## src/core/sysctl_pkg.sv

```systemverilog
// Constants, register map and types for the capability and reset control block.
package sysctl_pkg;

  // ---------------------------------------------------------------------------
  // Bus and register map
  // ---------------------------------------------------------------------------
  localparam int          ADDR_W           = 12;
  localparam logic [11:0] OFS_CAP_ZERO     = 12'h008;
  localparam logic [11:0] OFS_CAP_ONE      = 12'h010;
  localparam logic [11:0] OFS_CAP_TWO      = 12'h014;
  localparam logic [11:0] OFS_CAP_THREE    = 12'h018;
  localparam logic [11:0] OFS_CAP_FOUR     = 12'h01C;
  localparam logic [11:0] OFS_BOR_CTRL     = 12'h030;
  localparam logic [11:0] OFS_REG_CTRL     = 12'h034;
  localparam logic [11:0] OFS_SRST_ZERO    = 12'h040;
  localparam logic [11:0] OFS_SRST_ONE     = 12'h044;
  localparam logic [11:0] OFS_SRST_TWO     = 12'h048;
  localparam logic [11:0] OFS_RAW_STATUS   = 12'h050;
  localparam logic [11:0] OFS_EVENT_MASK   = 12'h054;
  localparam logic [11:0] OFS_MASKED_CLR   = 12'h058;

  // ---------------------------------------------------------------------------
  // Capability values
  // ---------------------------------------------------------------------------
  localparam logic [31:0] CAP_ZERO_VAL     = 32'h00070003;
  localparam logic [31:0] CAP_ONE_VAL      = 32'h0000901F;
  localparam logic [31:0] CAP_TWO_VAL      = 32'h01031011;
  localparam logic [31:0] CAP_THREE_VAL    = 32'h830001C0;
  localparam logic [31:0] CAP_FOUR_VAL     = 32'h00000007;
  localparam logic [31:0] CAP_ONE_UNITS    = 32'h000000FF;
  localparam logic [31:0] GATE0_CAP_BITS   = 32'h0000000F;

  // ---------------------------------------------------------------------------
  // Brown-out and regulator control fields
  // ---------------------------------------------------------------------------
  localparam logic [31:0] BOR_CTRL_RESET   = 32'h00007FFD;
  localparam logic [31:0] BOR_CTRL_WMASK   = 32'h0000FFFF;
  localparam int          BOR_WAIT_BIT     = 0;
  localparam int          BOR_SELECT_BIT   = 1;
  localparam int          BOR_DELAY_LSB    = 2;
  localparam int          BOR_DELAY_MSB    = 15;
  localparam int          BOR_DELAY_W      = 14;
  localparam int          REGULATOR_ADJUST_CODE_W           = 6;
  localparam logic [5:0]  REGULATOR_ADJUST_CODE_RESET       = 6'h00;
  localparam logic [5:0]  REGULATOR_ADJUST_CODE_LOW_MAX     = 6'h05;
  localparam logic [5:0]  REGULATOR_ADJUST_CODE_HIGH_MIN    = 6'h1B;
  localparam logic [5:0]  REGULATOR_ADJUST_CODE_HIGH_MAX    = 6'h1F;

  // ---------------------------------------------------------------------------
  // Event flags
  // ---------------------------------------------------------------------------
  localparam int          EVT_W            = 7;
  localparam int          EVT_BOR          = 1;
  localparam int          EVT_PLL_LOCK     = 6;
  localparam logic [6:0]  EVT_ZERO         = 7'h00;

  // ---------------------------------------------------------------------------
  // Timing
  // ---------------------------------------------------------------------------
  localparam int          CLK_PERIOD_NS    = 5;
  localparam int          IOSC_PERIOD_NS   = 67;
  localparam int          IOSC_TICK_CYC    = (IOSC_PERIOD_NS + CLK_PERIOD_NS - 1) / CLK_PERIOD_NS;
  localparam int          TICK_W           = 16;

  typedef enum logic [0:0] {BO_IDLE, BO_WAIT} bo_state_t;

endpackage : sysctl_pkg

```

## src/core/system_capability_reset_ctrl.sv

```systemverilog
// Capability registers, brown-out and regulator control, soft resets, event status.
//
// Decided for this implementation: the strobed register port.
`timescale 1ns/1ps

// Notes on behaviour
// - Capability one bits 15:12 read fixed minimum clock divisor value 0x09.
// - Capability one bits 4..0 read one: PLL, watchdog, trace, serial debug, JTAG.
// - Clock gating control 0 bits pass only where capability bits 3:0 allow.
// - Capability two reports comparator, timers, I2C, serial unit, first UART.
// - Reserved bits read zero; software keeps them unchanged on writes.
// - Brown-out select bit set gives reset, clear gives interrupt event.
// - Regulator code selects output target; reserved codes are refused.
// - Soft reset writes land only where the unit is reported present.
// - Soft reset one holds controls for comparator, timers, I2C, serial, UART.
// - Soft reset two holds controls for ports A, B and C.
// - Raw event status is read-only, set by hardware, bits 6..0.
// - Raw bit 6 sets when the PLL ready timer expires.
// - Interrupt rises only for raw bits whose mask bit is set.
// - Writing one to masked status clears that flag and the raw bit.
module system_capability_reset_ctrl #(
  parameter int unsigned BOR_TICK_CYCLES = sysctl_pkg::IOSC_TICK_CYC
) (
  input  wire logic        clk_sys_i,
  input  wire logic        rst_n_i,
  input  wire logic        ce_i,
  input  wire logic [11:0] addr_i,
  input  wire logic [31:0] wdata_i,
  input  wire logic        wr_i,
  input  wire logic        rd_i,
  output logic      [31:0] rdata_o,
  input  wire logic        brownout_detect_i,
  input  wire logic        pll_fault_i,
  input  wire logic        ldo_unreg_i,
  input  wire logic        main_osc_fault_i,
  input  wire logic        int_osc_fault_i,
  input  wire logic        current_limit_i,
  input  wire logic        pll_ready_i,
  input  wire logic [31:0] run_gate_i,
  input  wire logic [31:0] sleep_gate_i,
  input  wire logic [31:0] deep_gate_i,
  output logic      [31:0] run_gate_o,
  output logic      [31:0] sleep_gate_o,
  output logic      [31:0] deep_gate_o,
  output logic      [31:0] soft_reset_zero_o,
  output logic      [31:0] soft_reset_one_o,
  output logic      [31:0] soft_reset_two_o,
  output logic      [5:0]  regulator_adjust_code_o,
  output logic             brownout_reset_o,
  output logic             irq_o
);

  // ---------------------------------------------------------------------------
  // Helpers
  // ---------------------------------------------------------------------------
  // A masked write keeps every bit that the allow mask does not name.
  // Software reset registers use it so that an absent unit is never reset.
  // The allow masks are constants, so the function folds to plain gates.

  function automatic logic [31:0] masked_write(input logic [31:0] old_val,
                                               input logic [31:0] new_val,
                                               input logic [31:0] allow);
    masked_write = (old_val & ~allow) | (new_val & allow);
  endfunction : masked_write

  // The regulator table has two legal runs of codes that wrap around zero.
  // Every code outside both runs is refused, not clamped.

  function automatic logic regulator_adjust_code_ok(input logic [5:0] code);
    regulator_adjust_code_ok = (code <= sysctl_pkg::REGULATOR_ADJUST_CODE_LOW_MAX) ||
              ((code >= sysctl_pkg::REGULATOR_ADJUST_CODE_HIGH_MIN) && (code <= sysctl_pkg::REGULATOR_ADJUST_CODE_HIGH_MAX));
  endfunction : regulator_adjust_code_ok

  // Allow masks come from the capability values, so the two cannot drift apart.
  // Soft reset zero uses only the unit bits; the divisor field is not a unit.

  localparam logic [31:0] SRST_ZERO_ALLOW = sysctl_pkg::CAP_ONE_VAL & sysctl_pkg::CAP_ONE_UNITS;
  localparam logic [31:0] SRST_ONE_ALLOW  = sysctl_pkg::CAP_TWO_VAL;
  localparam logic [31:0] SRST_TWO_ALLOW  = sysctl_pkg::CAP_FOUR_VAL;
  localparam logic [31:0] GATE_ALLOW      = sysctl_pkg::CAP_ONE_VAL & sysctl_pkg::GATE0_CAP_BITS;
  localparam logic [15:0] TICK_LAST       = 16'(BOR_TICK_CYCLES - 1);

  // ---------------------------------------------------------------------------
  // Declarations
  // ---------------------------------------------------------------------------
  // Two-stage synchroniser for the event pins.
  logic [6:0]                bus_sync1_reg;
  logic [6:0]                bus_sync2_reg;

  // Software-visible control state.
  logic [31:0]               bor_ctrl_reg;
  logic [5:0]                regulator_adjust_code_reg;

  // Software reset controls, one register each for capability one, two and four.
  logic [31:0]               srst_zero_reg;
  logic [31:0]               srst_one_reg;
  logic [31:0]               srst_two_reg;

  // Raw event flags and their interrupt mask.
  logic [6:0]                raw_reg;
  logic [6:0]                raw_next;
  logic [6:0]                mask_reg;

  // Brown-out qualification state.
  logic                      bo_prev_reg;
  sysctl_pkg::bo_state_t     bo_state_reg;
  logic [15:0]               tick_reg;
  logic [13:0]               delay_reg;
  logic                      bo_event;
  logic                      bo_level;
  logic                      bo_rise;
  logic                      bo_confirm;
  logic [13:0]               bor_delay;

  // Write decodes and the read multiplexer.
  logic                      wr_bor;
  logic                      wr_reg;
  logic                      wr_mask;
  logic                      wr_clr;
  logic [6:0]                hw_set;
  logic [31:0]               rd_value;

  // Decodes are plain compares on the full offset; a partial decode would alias
  // reserved offsets onto live registers.

  assign wr_bor    = wr_i && (addr_i == sysctl_pkg::OFS_BOR_CTRL);
  assign wr_reg    = wr_i && (addr_i == sysctl_pkg::OFS_REG_CTRL);
  assign wr_mask   = wr_i && (addr_i == sysctl_pkg::OFS_EVENT_MASK);
  assign wr_clr    = wr_i && (addr_i == sysctl_pkg::OFS_MASKED_CLR);
  assign bor_delay = bor_ctrl_reg[sysctl_pkg::BOR_DELAY_MSB:sysctl_pkg::BOR_DELAY_LSB];
  assign bo_level  = bus_sync2_reg[sysctl_pkg::EVT_BOR];
  assign bo_rise   = bo_level && !bo_prev_reg;

  // ---------------------------------------------------------------------------
  // Input synchronisers
  // ---------------------------------------------------------------------------
  // Event pins come from analog monitors and other clock domains.
  // Only the second stage is read; the first may be metastable.
  // The two stages cost two cycles of latency on every event.

  always_ff @(posedge clk_sys_i or negedge rst_n_i) begin
    if (!rst_n_i) begin
      bus_sync1_reg <= sysctl_pkg::EVT_ZERO;
      bus_sync2_reg <= sysctl_pkg::EVT_ZERO;
    end else if (ce_i) begin
      bus_sync1_reg <= {pll_ready_i, current_limit_i, int_osc_fault_i, main_osc_fault_i,
                        ldo_unreg_i, brownout_detect_i, pll_fault_i};
      bus_sync2_reg <= bus_sync1_reg;
    end
  end

  // ---------------------------------------------------------------------------
  // Control registers
  // ---------------------------------------------------------------------------
  // Reserved upper bits are dropped on write so that they always read zero.

  always_ff @(posedge clk_sys_i or negedge rst_n_i) begin
    if (!rst_n_i) begin
      bor_ctrl_reg <= sysctl_pkg::BOR_CTRL_RESET;
    end else if (ce_i && wr_bor) begin
      bor_ctrl_reg <= wdata_i & sysctl_pkg::BOR_CTRL_WMASK;
    end
  end

  // A reserved code could drive the regulator out of its safe range, so it is dropped.
  always_ff @(posedge clk_sys_i or negedge rst_n_i) begin
    if (!rst_n_i) begin
      regulator_adjust_code_reg <= sysctl_pkg::REGULATOR_ADJUST_CODE_RESET;
    end else if (ce_i && wr_reg && regulator_adjust_code_ok(wdata_i[5:0])) begin
      regulator_adjust_code_reg <= wdata_i[5:0];
    end
  end

  // Bits of absent units stay zero whatever software writes.
  // Each register decodes its own offset; a write touches at most one of them.

  always_ff @(posedge clk_sys_i or negedge rst_n_i) begin
    if (!rst_n_i) begin
      srst_zero_reg <= '0;
      srst_one_reg  <= '0;
      srst_two_reg  <= '0;
    end else if (ce_i && wr_i) begin
      if (addr_i == sysctl_pkg::OFS_SRST_ZERO) begin
        srst_zero_reg <= masked_write(srst_zero_reg, wdata_i, SRST_ZERO_ALLOW);
      end
      if (addr_i == sysctl_pkg::OFS_SRST_ONE) begin
        srst_one_reg <= masked_write(srst_one_reg, wdata_i, SRST_ONE_ALLOW);
      end
      if (addr_i == sysctl_pkg::OFS_SRST_TWO) begin
        srst_two_reg <= masked_write(srst_two_reg, wdata_i, SRST_TWO_ALLOW);
      end
    end
  end

  // The mask gates the interrupt and the clear; raw flags are recorded regardless.

  always_ff @(posedge clk_sys_i or negedge rst_n_i) begin
    if (!rst_n_i) begin
      mask_reg <= sysctl_pkg::EVT_ZERO;
    end else if (ce_i && wr_mask) begin
      mask_reg <= wdata_i[6:0];
    end
  end

  // ---------------------------------------------------------------------------
  // Brown-out qualification
  // ---------------------------------------------------------------------------
  // The wait is counted in internal-oscillator periods of BOR_TICK_CYCLES each.
  // A new edge during the wait is ignored; only the resample decides.
  // A zero delay behaves as if the wait option were off, since there is
  // nothing to wait for.
  // The counters are reset at entry so that a stale count never shortens a wait.

  always_ff @(posedge clk_sys_i or negedge rst_n_i) begin
    if (!rst_n_i) begin
      bo_prev_reg  <= 1'b0;
      bo_state_reg <= sysctl_pkg::BO_IDLE;
      tick_reg     <= '0;
      delay_reg    <= '0;
    end else if (ce_i) begin
      bo_prev_reg <= bo_level;
      case (bo_state_reg)
        sysctl_pkg::BO_IDLE: begin
          if (bo_rise && bor_ctrl_reg[sysctl_pkg::BOR_WAIT_BIT] && (bor_delay != '0)) begin
            bo_state_reg <= sysctl_pkg::BO_WAIT;
            tick_reg     <= '0;
            delay_reg    <= '0;
          end
        end
        sysctl_pkg::BO_WAIT: begin
          if (tick_reg == TICK_LAST) begin
            tick_reg <= '0;
            if (delay_reg == bor_delay - 14'd1) begin
              bo_state_reg <= sysctl_pkg::BO_IDLE;
            end else begin
              delay_reg <= delay_reg + 14'd1;
            end
          end else begin
            tick_reg <= tick_reg + 16'd1;
          end
        end
        default: begin
          bo_state_reg <= sysctl_pkg::BO_IDLE;
        end
      endcase
    end
  end

  // Resample at the last tick: a detector that has dropped is treated as noise.
  assign bo_confirm = (bo_state_reg == sysctl_pkg::BO_WAIT) && (tick_reg == TICK_LAST) &&
                      (delay_reg == bor_delay - 14'd1) && bo_level;
  assign bo_event   = bo_confirm ||
                      (bo_state_reg == sysctl_pkg::BO_IDLE && bo_rise &&
                       !(bor_ctrl_reg[sysctl_pkg::BOR_WAIT_BIT] && (bor_delay != '0)));

  // The reset request is registered so that it is a clean one-cycle pulse.

  always_ff @(posedge clk_sys_i or negedge rst_n_i) begin
    if (!rst_n_i) begin
      brownout_reset_o <= 1'b0;
    end else if (ce_i) begin
      brownout_reset_o <= bo_event && bor_ctrl_reg[sysctl_pkg::BOR_SELECT_BIT];
    end
  end

  // ---------------------------------------------------------------------------
  // Event status
  // ---------------------------------------------------------------------------
  // Flags are level-set: a pin that stays high sets its flag every cycle.
  // The set is applied after the clear, so an event in the cycle of a clear wins.
  // Only masked flags can be cleared, because the clear acts on the masked view.
  // The brown-out flag follows the qualified event, not the raw pin.

  always_comb begin
    hw_set                      = bus_sync2_reg;
    hw_set[sysctl_pkg::EVT_BOR] = bo_event && !bor_ctrl_reg[sysctl_pkg::BOR_SELECT_BIT];
    raw_next                    = raw_reg;
    if (wr_clr) begin
      raw_next = raw_next & ~(wdata_i[6:0] & mask_reg);
    end
    raw_next = raw_next | hw_set;
  end

  always_ff @(posedge clk_sys_i or negedge rst_n_i) begin
    if (!rst_n_i) begin
      raw_reg <= sysctl_pkg::EVT_ZERO;
    end else if (ce_i) begin
      raw_reg <= raw_next;
    end
  end

  // The interrupt is a level built from registers, so it carries no glitches.

  assign irq_o = |(raw_reg & mask_reg);

  // ---------------------------------------------------------------------------
  // Forwarded outputs
  // ---------------------------------------------------------------------------
  // Gating bits without a capability behind them are forwarded as zero.
  // The register adds one cycle of latency but keeps the outputs glitch free.

  always_ff @(posedge clk_sys_i or negedge rst_n_i) begin
    if (!rst_n_i) begin
      run_gate_o   <= '0;
      sleep_gate_o <= '0;
      deep_gate_o  <= '0;
    end else if (ce_i) begin
      run_gate_o   <= run_gate_i & GATE_ALLOW;
      sleep_gate_o <= sleep_gate_i & GATE_ALLOW;
      deep_gate_o  <= deep_gate_i & GATE_ALLOW;
    end
  end

  assign soft_reset_zero_o       = srst_zero_reg;
  assign soft_reset_one_o        = srst_one_reg;
  assign soft_reset_two_o        = srst_two_reg;
  assign regulator_adjust_code_o = regulator_adjust_code_reg;

  // ---------------------------------------------------------------------------
  // Read path
  // ---------------------------------------------------------------------------
  // Unmapped offsets read zero.
  // The masked view is computed on the fly, so it can never disagree with raw.

  always_comb begin
    rd_value = '0;
    case (addr_i)
      sysctl_pkg::OFS_CAP_ZERO:   rd_value = sysctl_pkg::CAP_ZERO_VAL;
      sysctl_pkg::OFS_CAP_ONE:    rd_value = sysctl_pkg::CAP_ONE_VAL;
      sysctl_pkg::OFS_CAP_TWO:    rd_value = sysctl_pkg::CAP_TWO_VAL;
      sysctl_pkg::OFS_CAP_THREE:  rd_value = sysctl_pkg::CAP_THREE_VAL;
      sysctl_pkg::OFS_CAP_FOUR:   rd_value = sysctl_pkg::CAP_FOUR_VAL;
      sysctl_pkg::OFS_BOR_CTRL:   rd_value = bor_ctrl_reg;
      sysctl_pkg::OFS_REG_CTRL:   rd_value = {26'h0000000, regulator_adjust_code_reg};
      sysctl_pkg::OFS_SRST_ZERO:  rd_value = srst_zero_reg;
      sysctl_pkg::OFS_SRST_ONE:   rd_value = srst_one_reg;
      sysctl_pkg::OFS_SRST_TWO:   rd_value = srst_two_reg;
      sysctl_pkg::OFS_RAW_STATUS: rd_value = {25'h0000000, raw_reg};
      sysctl_pkg::OFS_EVENT_MASK: rd_value = {25'h0000000, mask_reg};
      sysctl_pkg::OFS_MASKED_CLR: rd_value = {25'h0000000, raw_reg & mask_reg};
      default:                    rd_value = '0;
    endcase
  end

  // Read data is registered and held until the next read strobe.
  // A read has no side effect, so a repeated read is always safe.

  always_ff @(posedge clk_sys_i or negedge rst_n_i) begin
    if (!rst_n_i) begin
      rdata_o <= '0;
    end else if (ce_i && rd_i) begin
      rdata_o <= rd_value;
    end
  end

endmodule : system_capability_reset_ctrl

```

## config.mk

```make
export PLATFORM = sky130hd
export DESIGN_NAME = system_capability_reset_ctrl
export DESIGN_NICKNAME = d
export VERILOG_FILES = /design/src/core/sysctl_pkg.sv /design/src/core/system_capability_reset_ctrl.sv
export SDC_FILE = /design/constraint.sdc
export NUM_CORES = 1
export LEC_CHECK = 0
export BUFFER_PORTS_ARGS = -buffer_cell sky130_fd_sc_hd__buf_2
export CORE_AREA = 2 2 149 151
export CTS_BUF_LIST = sky130_fd_sc_hd__clkbuf_8
export CTS_CLUSTER_DIAMETER = 40
export DETAILED_ROUTE_END_ITERATION = 16
export DIE_AREA = 0 0 151 153
export GPL_ROUTABILITY_DRIVEN = 0
export PLACE_DENSITY = 0.67
export SLEW_MARGIN = 30
export SYNTH_ARGS = -nofsm -noshare
export SYNTH_HDL_FRONTEND = slang
export SYNTH_SLANG_ARGS = --single-unit
```

## constraint.sdc

```tcl
create_clock -name clk_sys_i -period 3.1 [get_ports clk_sys_i]
set_clock_uncertainty 0.15 [all_clocks]
set_input_delay 0.62 -clock clk_sys_i [delete_from_list [all_inputs] [get_ports clk_sys_i]]
set_output_delay 0.62 -clock clk_sys_i [all_outputs]
set_load 0.01 [all_outputs]
```

==> flow_summary.yaml, run 1 <==
floorplan:
  fp.dieW_microns: 151
  rows: 54
  initial_core_util_pct: 37.90
  die_y_microns: 153
  pin_count: 384
  core-area_sq_um: 21490
  die_area_sq_um: 23100
clocking:
  post_cts_buffers: 0
  cts_sinks: 131
  cts_buffers: 17
  ctsLongestPathBuffers: 2
  cts_tree: "built"
  cts-htree-levels: 4
  path_clk_slew_ns: 0.07
  clockRootBuffer: "clkbuf_8"
  clk_latency_ns: 0.46
setup_path:
  worstReg2RegStart: "bor_ctrl_reg[2]"
  critical_path.reg2reg.endpoint: "delay_reg[2]"
  worstRegToRegCells: 10
  critPathLaunch: "bor_ctrl_reg[2]"
  crit_path_start_kind: "flop"
  critPathRequiredTime_ns: 3.29
  path_class: "flop to flop"
  crit_slowest_cell: "or4_1"
  end_kind: "flop"
  r2r_slack_ns: 0.23
  cp_cell_sequence: "inv_1 -> ha_1 -> nor4b_2 -> xor2_1 -> nor3_1 -> o311ai_2 -> a2111oi_4 -> buf_12 -> or4_1 -> o311ai_1"
  slowest_delay_ns: 0.47
  crit_end: "delay_reg[2]"
  cp_max_fo: 16
  critical_path_arrival_ns: 3.06
routing:
  drt_wl_total_microns: 18560
  vias: 6032
  ant_nets: 0
  wl_per_cell_microns: 14.93
  routed_via_density: 4.853
  remaining_drc_errors: 0
  drt-initial-drc-count: 396
  dr.pass1.iters: 7
timing:
  hold_viol: 0
  slew_viol_final: 0
  fin_crit_ns: 2.874
  hold_ws_ns: 0.05409
  clock.fmax_mhz: 347.9
  max-slew-margin-rel_pct: 48.43
  finalSetupViolCount: 0
  worst_slew_pin_slew_ns: 0.7639
  fin_crit_sh_pct: 92.72
  tns_ns: 0
final_layout:
  fin_area_sq_um: 8907
  layout.nets: 1106
  antennaDiodeCount: 0
  drive_gt1_share_pct: 29.18
  synthToLayoutAreaGrowth_pct: 9.388
  largest_register_ffs: 22
worst_hold_path:
  min_path_type: "input port to async pin"
synthesis:
  yosys_register_bits: 131
  synthArstFlopShare_pct: 100.0
  avgSynthCellArea_sq_um: 9.822
  yosysUniqueCellTypes: 76
  yosysTopAreaCellShare_pct: 35.96
  seq_area_frac_synth_pct: 40.47
  yosys_warnings: 0
  synth.top_cells.by_count: "buf_4 (176), dfrtp_1 (117), nand2_1 (66)"
  synth_cells: 829
  ys.flop_type: "dfrtp_1"
  synthTopCellsByArea: "dfrtp_1 (36%), buf_4 (16%), mux2_2 (8.7%), dfstp_2 (4.5%), nand2_1 (3.0%)"
  synth_most_common_cell: "buf_4"
  syn_area_sq_um: 8143
  synth_top_cell_by_area: "dfrtp_1"
  synth_edf_count: 0
global_routing:
  grtUsageTotal_pct: 16.02
  use_met1_pct: 22.18
  gr-total-overflow: 0
  top_usage_layer: "met2"
  grt_max_degree: 81
  grt_pass1_vias: 5458
  gr-usage-met2_pct: 24.78
  antenna_found_initial: 0
  grt_pass1_wl_microns: 29110
  use_met3_pct: 3.552
placement:
  place_area_sq_um: 8477
  io_buffers: 120
  dp_hpwl_microns: 13790
power_and_ir_drop:
  p_per_area_nw_per_um2: 435.4
  p_leak_nw: 4.388
  ir_worst_vdd_mv: 0.3178
flow_run:
  drv_cap: 0
run_status:
  status: "finished clean"
## cell type report
cell class	instances	area (sq um)
inverters	16	60.06
clock buffers	22	302.8
flip-flops and latches	131	3296
multi-input cells	637	3945
well taps	280	350.3
clock inverters	10	106.4
fillers	2129	12580
repair buffers	147	847.1
## cells by family (layout without fill, tap and decap cells)
logic type | count (synthesis) | count (layout) | synth area share, %
buffers and inverters | 226 | 195 | 19.01
xor gates and xnor gates | 33 | 33 | 3.550
AOI/OAI and AO/OA | 138 | 138 | 12.52
adders and majority gates | 4 | 4 | 0.6147
DFF | 131 | 131 | 40.47
and+or+nand+nor | 228 | 228 | 14.46
muxes | 68 | 68 | 9.327
other | 1 | 166 | 0.04605
## critical path, delay by kind of cell, from the launching register on
kind,cells,cell delay (ns)
compound gates,3,0.60
flops,1,0.39
fa+ha+maj,1,0.27
xor+xnor,1,0.19
buf+inv,2,0.31
simple gates,3,0.86
## how the worst min path moves through the flow
stage                    endpoint   startpoint  cells past startpoint
floorplan             bo_prev_reg      rst_n_i                      0
global placement       rdata_o[8]   rdata_o[8]                      2
detailed placement    rdata_o[16]  rdata_o[16]                      2
CTS                  tick_reg[15]      rst_n_i                      1
global route          tick_reg[5]      rst_n_i                      1
finish              delay_reg[11]      rst_n_i                      1
## cells in the final DEF, fill, tap and decap left out, types with 13 or more instances in the layout
cell type | synthesis | routed
dfstp_2 | 14 | 14
xor2_1 | 20 | 20
conb_1 | 1 | 166
nand3_1 | 28 | 28
xnor2_1 | 13 | 13
nor3_1 | 21 | 20
buf_4 | 176 | 24
a22o_1 | 14 | 14
buf_2 | 5 | 119
nor2_1 | 35 | 35
o21ai_0 | 28 | 28
dfrtp_1 | 117 | 117
clkbuf_8 | 0 | 22
nand2_1 | 66 | 66
mux2_2 | 63 | 63
o21ai_1 | 13 | 13
inv_1 | 16 | 17
a21oi_1 | 20 | 20
## per-layer routing
| metal | vias to the layer above | share of wire [%] |
|---|---|---|
| met5 | - | 0 |
| met3 | 25 | 7.4 |
| met4 | 0 | 1.5 |
| met1 | 2924 | 44 |
| met2 | 268 | 47 |
| li1 | 2815 | - |
## per-stage QoR
step,power (mW),utilization [%],setup slack (ns),instances
2_1_floorplan,2.401,-,0.3231,994
3_3_place_gp,2.407,39.45,0.08421,1211
4_1_cts,3.906,41.36,0.02061,1243
5_1_grt,4.064,41.46,-0.005572,1243
6_report,3.879,41.46,0.2257,1243
3_5_place_dp,2.419,39.45,0.03932,1211
## where the power goes
group	switching, mW	internal, mW
registers	0.0860	1.80
logic	0.326	0.180
clock network	0.675	0.813
total	1.09	2.79
## what timing repair did
action | in CTS | in global routing
resized for setup | 0 | 4
endpoints found under the setup margin | 0 | 20
hold buffers | 0 | 0
Power figures use the tool's default switching activity.
==> run 2: changes to the inputs <==
==> constraint.sdc (replaced) <==
create_clock -name clk_sys_i -period 3.1 [get_ports clk_sys_i]
set_clock_uncertainty 0.15 [all_clocks]
set_input_delay 0.155 -clock clk_sys_i [delete_from_list [all_inputs] [get_ports clk_sys_i]]
set_output_delay 0.155 -clock clk_sys_i [all_outputs]
set_load 0.01 [all_outputs]
==> run 2 against run 1 <==
Against the previous run: die area is the same; global-route usage grew 0.22 points; clock power rose by 13%; maximum frequency shrank 2.2%; wire length up 2.6%; sequential share of layout area fell by 1.7 points; sequential cell count unchanged; via count up 3.4%; register-to-register slack worse by 0.06 ns; non-clock buffer count up 39; utilization is 2.0 points higher; combinational power up 9.3%; highest routed layer unchanged.
==> flow_summary.yaml, run 2 (same netlist as run 1, synthesis figures left out) <==
floorplan:
  die_area_sq_um: 23100
  initial_core_util_pct: 37.90
  pin_count: 384
  rows: 54
  core-area_sq_um: 21490
  die_y_microns: 153
  fp.dieW_microns: 151
setup_path:
  slowest_delay_ns: 0.56
  cp_max_fo: 8
  crit_buf_inv: 2
  worstReg2RegStart: "bor_ctrl_reg[5]"
  critPathRequiredTime_ns: 3.29
  worstRegToRegCells: 9
  end_kind: "flop"
  cp_cell_sequence: "or4_4 -> nor4_2 -> a22o_1 -> o311ai_2 -> buf_4 -> a2111oi_4 -> buf_4 -> or3_1 -> a21boi_1"
  crit_path_start_kind: "flop"
  crit_family: "simple AND/OR/NAND/NOR gates"
  critical_path_arrival_ns: 3.12
  cp_num_cells: 9
  critical_path.reg2reg.endpoint: "delay_reg[9]"
  crit_slowest_cell: "or4_4"
  r2r_slack_ns: 0.16
  crit_path_frequent_cell: "buf_4"
  path_class: "flop to flop"
timing:
  max-slew-margin-rel_pct: 51.29
  hold_viol: 0
  worst_slew_pin_slew_ns: 0.7307
  finalSetupViolCount: 0
  fin_crit_ns: 2.939
  fin_crit_sh_pct: 94.81
  clock.fmax_mhz: 340.2
  slew_viol_final: 0
  rsz0062_at_grt: "no"
  tns_ns: 0
clocking:
  cts_tree: "built"
  post_cts_buffers: 0
  cts_sinks: 131
  cts-htree-levels: 4
  clockRootBuffer: "clkbuf_8"
  clk_latency_ns: 0.45
  cts_buffers: 17
  path_clk_slew_ns: 0.08
  ctsLongestPathBuffers: 2
power_and_ir_drop:
  switchingPower_mw: 1.107
  seq_power_share_pct: 45.8
  p_int_mw: 3.015
  p_leak_nw: 4.561
  p_comb_share_pct: 13.4
  ir_worst_vdd_mv: 0.3527
  swShare_pct: 26.86
  clockPowerShare_pct: 40.8
  p_per_area_nw_per_um2: 441.0
global_routing:
  antenna_found_initial: 0
  grt_pass1_vias: 5630
  grtUsageTotal_pct: 16.24
  grt_max_degree: 76
  grt_pass1_wl_microns: 29410
  gr-total-overflow: 0
worst_hold_path:
  hold_path_depth: 4
  hp-start: "addr_i[5]"
  min_path_type: "input port to flop"
  whs_endpoint: "rdata_o[15]"
final_layout:
  fin_area_sq_um: 9348
  antennaDiodeCount: 0
  nFillCells: 2050
  regArea_sq_um: 3296
  largest_register_ffs: 22
  layout_common_cells: "conb_1 (166), buf_2 (119), dfrtp_1 (117)"
  mostFrequentLayoutCell: "conb_1"
  drive_gt1_share_pct: 27.54
  synthToLayoutAreaGrowth_pct: 14.80
  layout.nets: 1145
  multiInputGateArea_sq_um: 3949
flow_run:
  drv_cap: 0
routing:
  wl_per_cell_microns: 14.86
  routed_via_density: 4.866
  drt_wl_total_microns: 19050
  ant_nets: 0
  drt-initial-drc-count: 439
  vias: 6238
  dr.pass1.iters: 6
  remaining_drc_errors: 0
run_status:
  status: "finished clean"
placement:
  dp_hpwl_microns: 13790
  io_buffers: 120
  place_area_sq_um: 8414
==> run 2: stage by stage <==
step	utilization (%)	hold WS [ns]	instances	setup WS (ns)	power [mW]
after CTS	43.39	0.05367	1282	0.007364	4.148
final	43.51	0.08671	1282	0.1609	4.122
after global placement	39.16	0.09752	1206	0.06515	2.410
after global routing	43.51	0.1027	1282	0.02182	4.321
after floorplan	-	-0.2906	994	0.5353	2.401
after detailed placement	39.16	0.09288	1206	0.01770	2.423
==> run 2: worst max-delay path by stage <==
stage	from	end
after global placement	bor_ctrl_reg[2]	tick_reg[13]
after CTS	bor_ctrl_reg[2]	tick_reg[13]
final	bor_ctrl_reg[5]	delay_reg[9]
after global routing	bor_ctrl_reg[5]	delay_reg[9]
after detailed placement	bor_ctrl_reg[2]	tick_reg[13]
after floorplan	bor_ctrl_reg[4]	delay_reg[13]
==> run 2: timing repair <==
item	in CTS	in global routing
resized for setup	0	6
endpoints found under the setup margin	0	19
hold buffers	44	0
endpoints found under the hold margin	135	0
==> run 2: cell type report <==
cell class / instances / area share, %
multi-input combinational: 637 / 42.24
inverter: 16 / 0.6425
timing repair buffer: 186 / 13.10
tap: 280 / 3.748
sequential: 131 / 35.26
clock buffer: 19 / 2.797
clock inverter: 13 / 2.209
==> run 2: power groups by stage <==
stage | logic [mW] | registers [mW] | clock network [mW]
floorplan | 0.499 | 1.90 | 0
global placement | 0.495 | 1.91 | 0
detailed placement | 0.507 | 1.92 | 0
CTS | 0.548 | 1.89 | 1.71
global route | 0.626 | 1.90 | 1.79
finish | 0.553 | 1.89 | 1.68
==> run 2: per-layer routing <==
| layer | vias up | part of all wire, % | track usage [%] |
|---|---|---|---|
| met5 | - | 0 | 0 |
| met3 | 22 | 8.4 | 3.701 |
| li1 | 2905 | - | - |
| met2 | 318 | 48 | 25.93 |
| met1 | 2993 | 42 | 21.94 |
| met4 | 0 | 1.4 | 4.984 |
==> run 2: worst min-delay path, stage by stage <==
cell and delay, ns:
buf_2 0.25, a21oi_1 0.11, nand2_1 0.07, o21ai_0 0.06
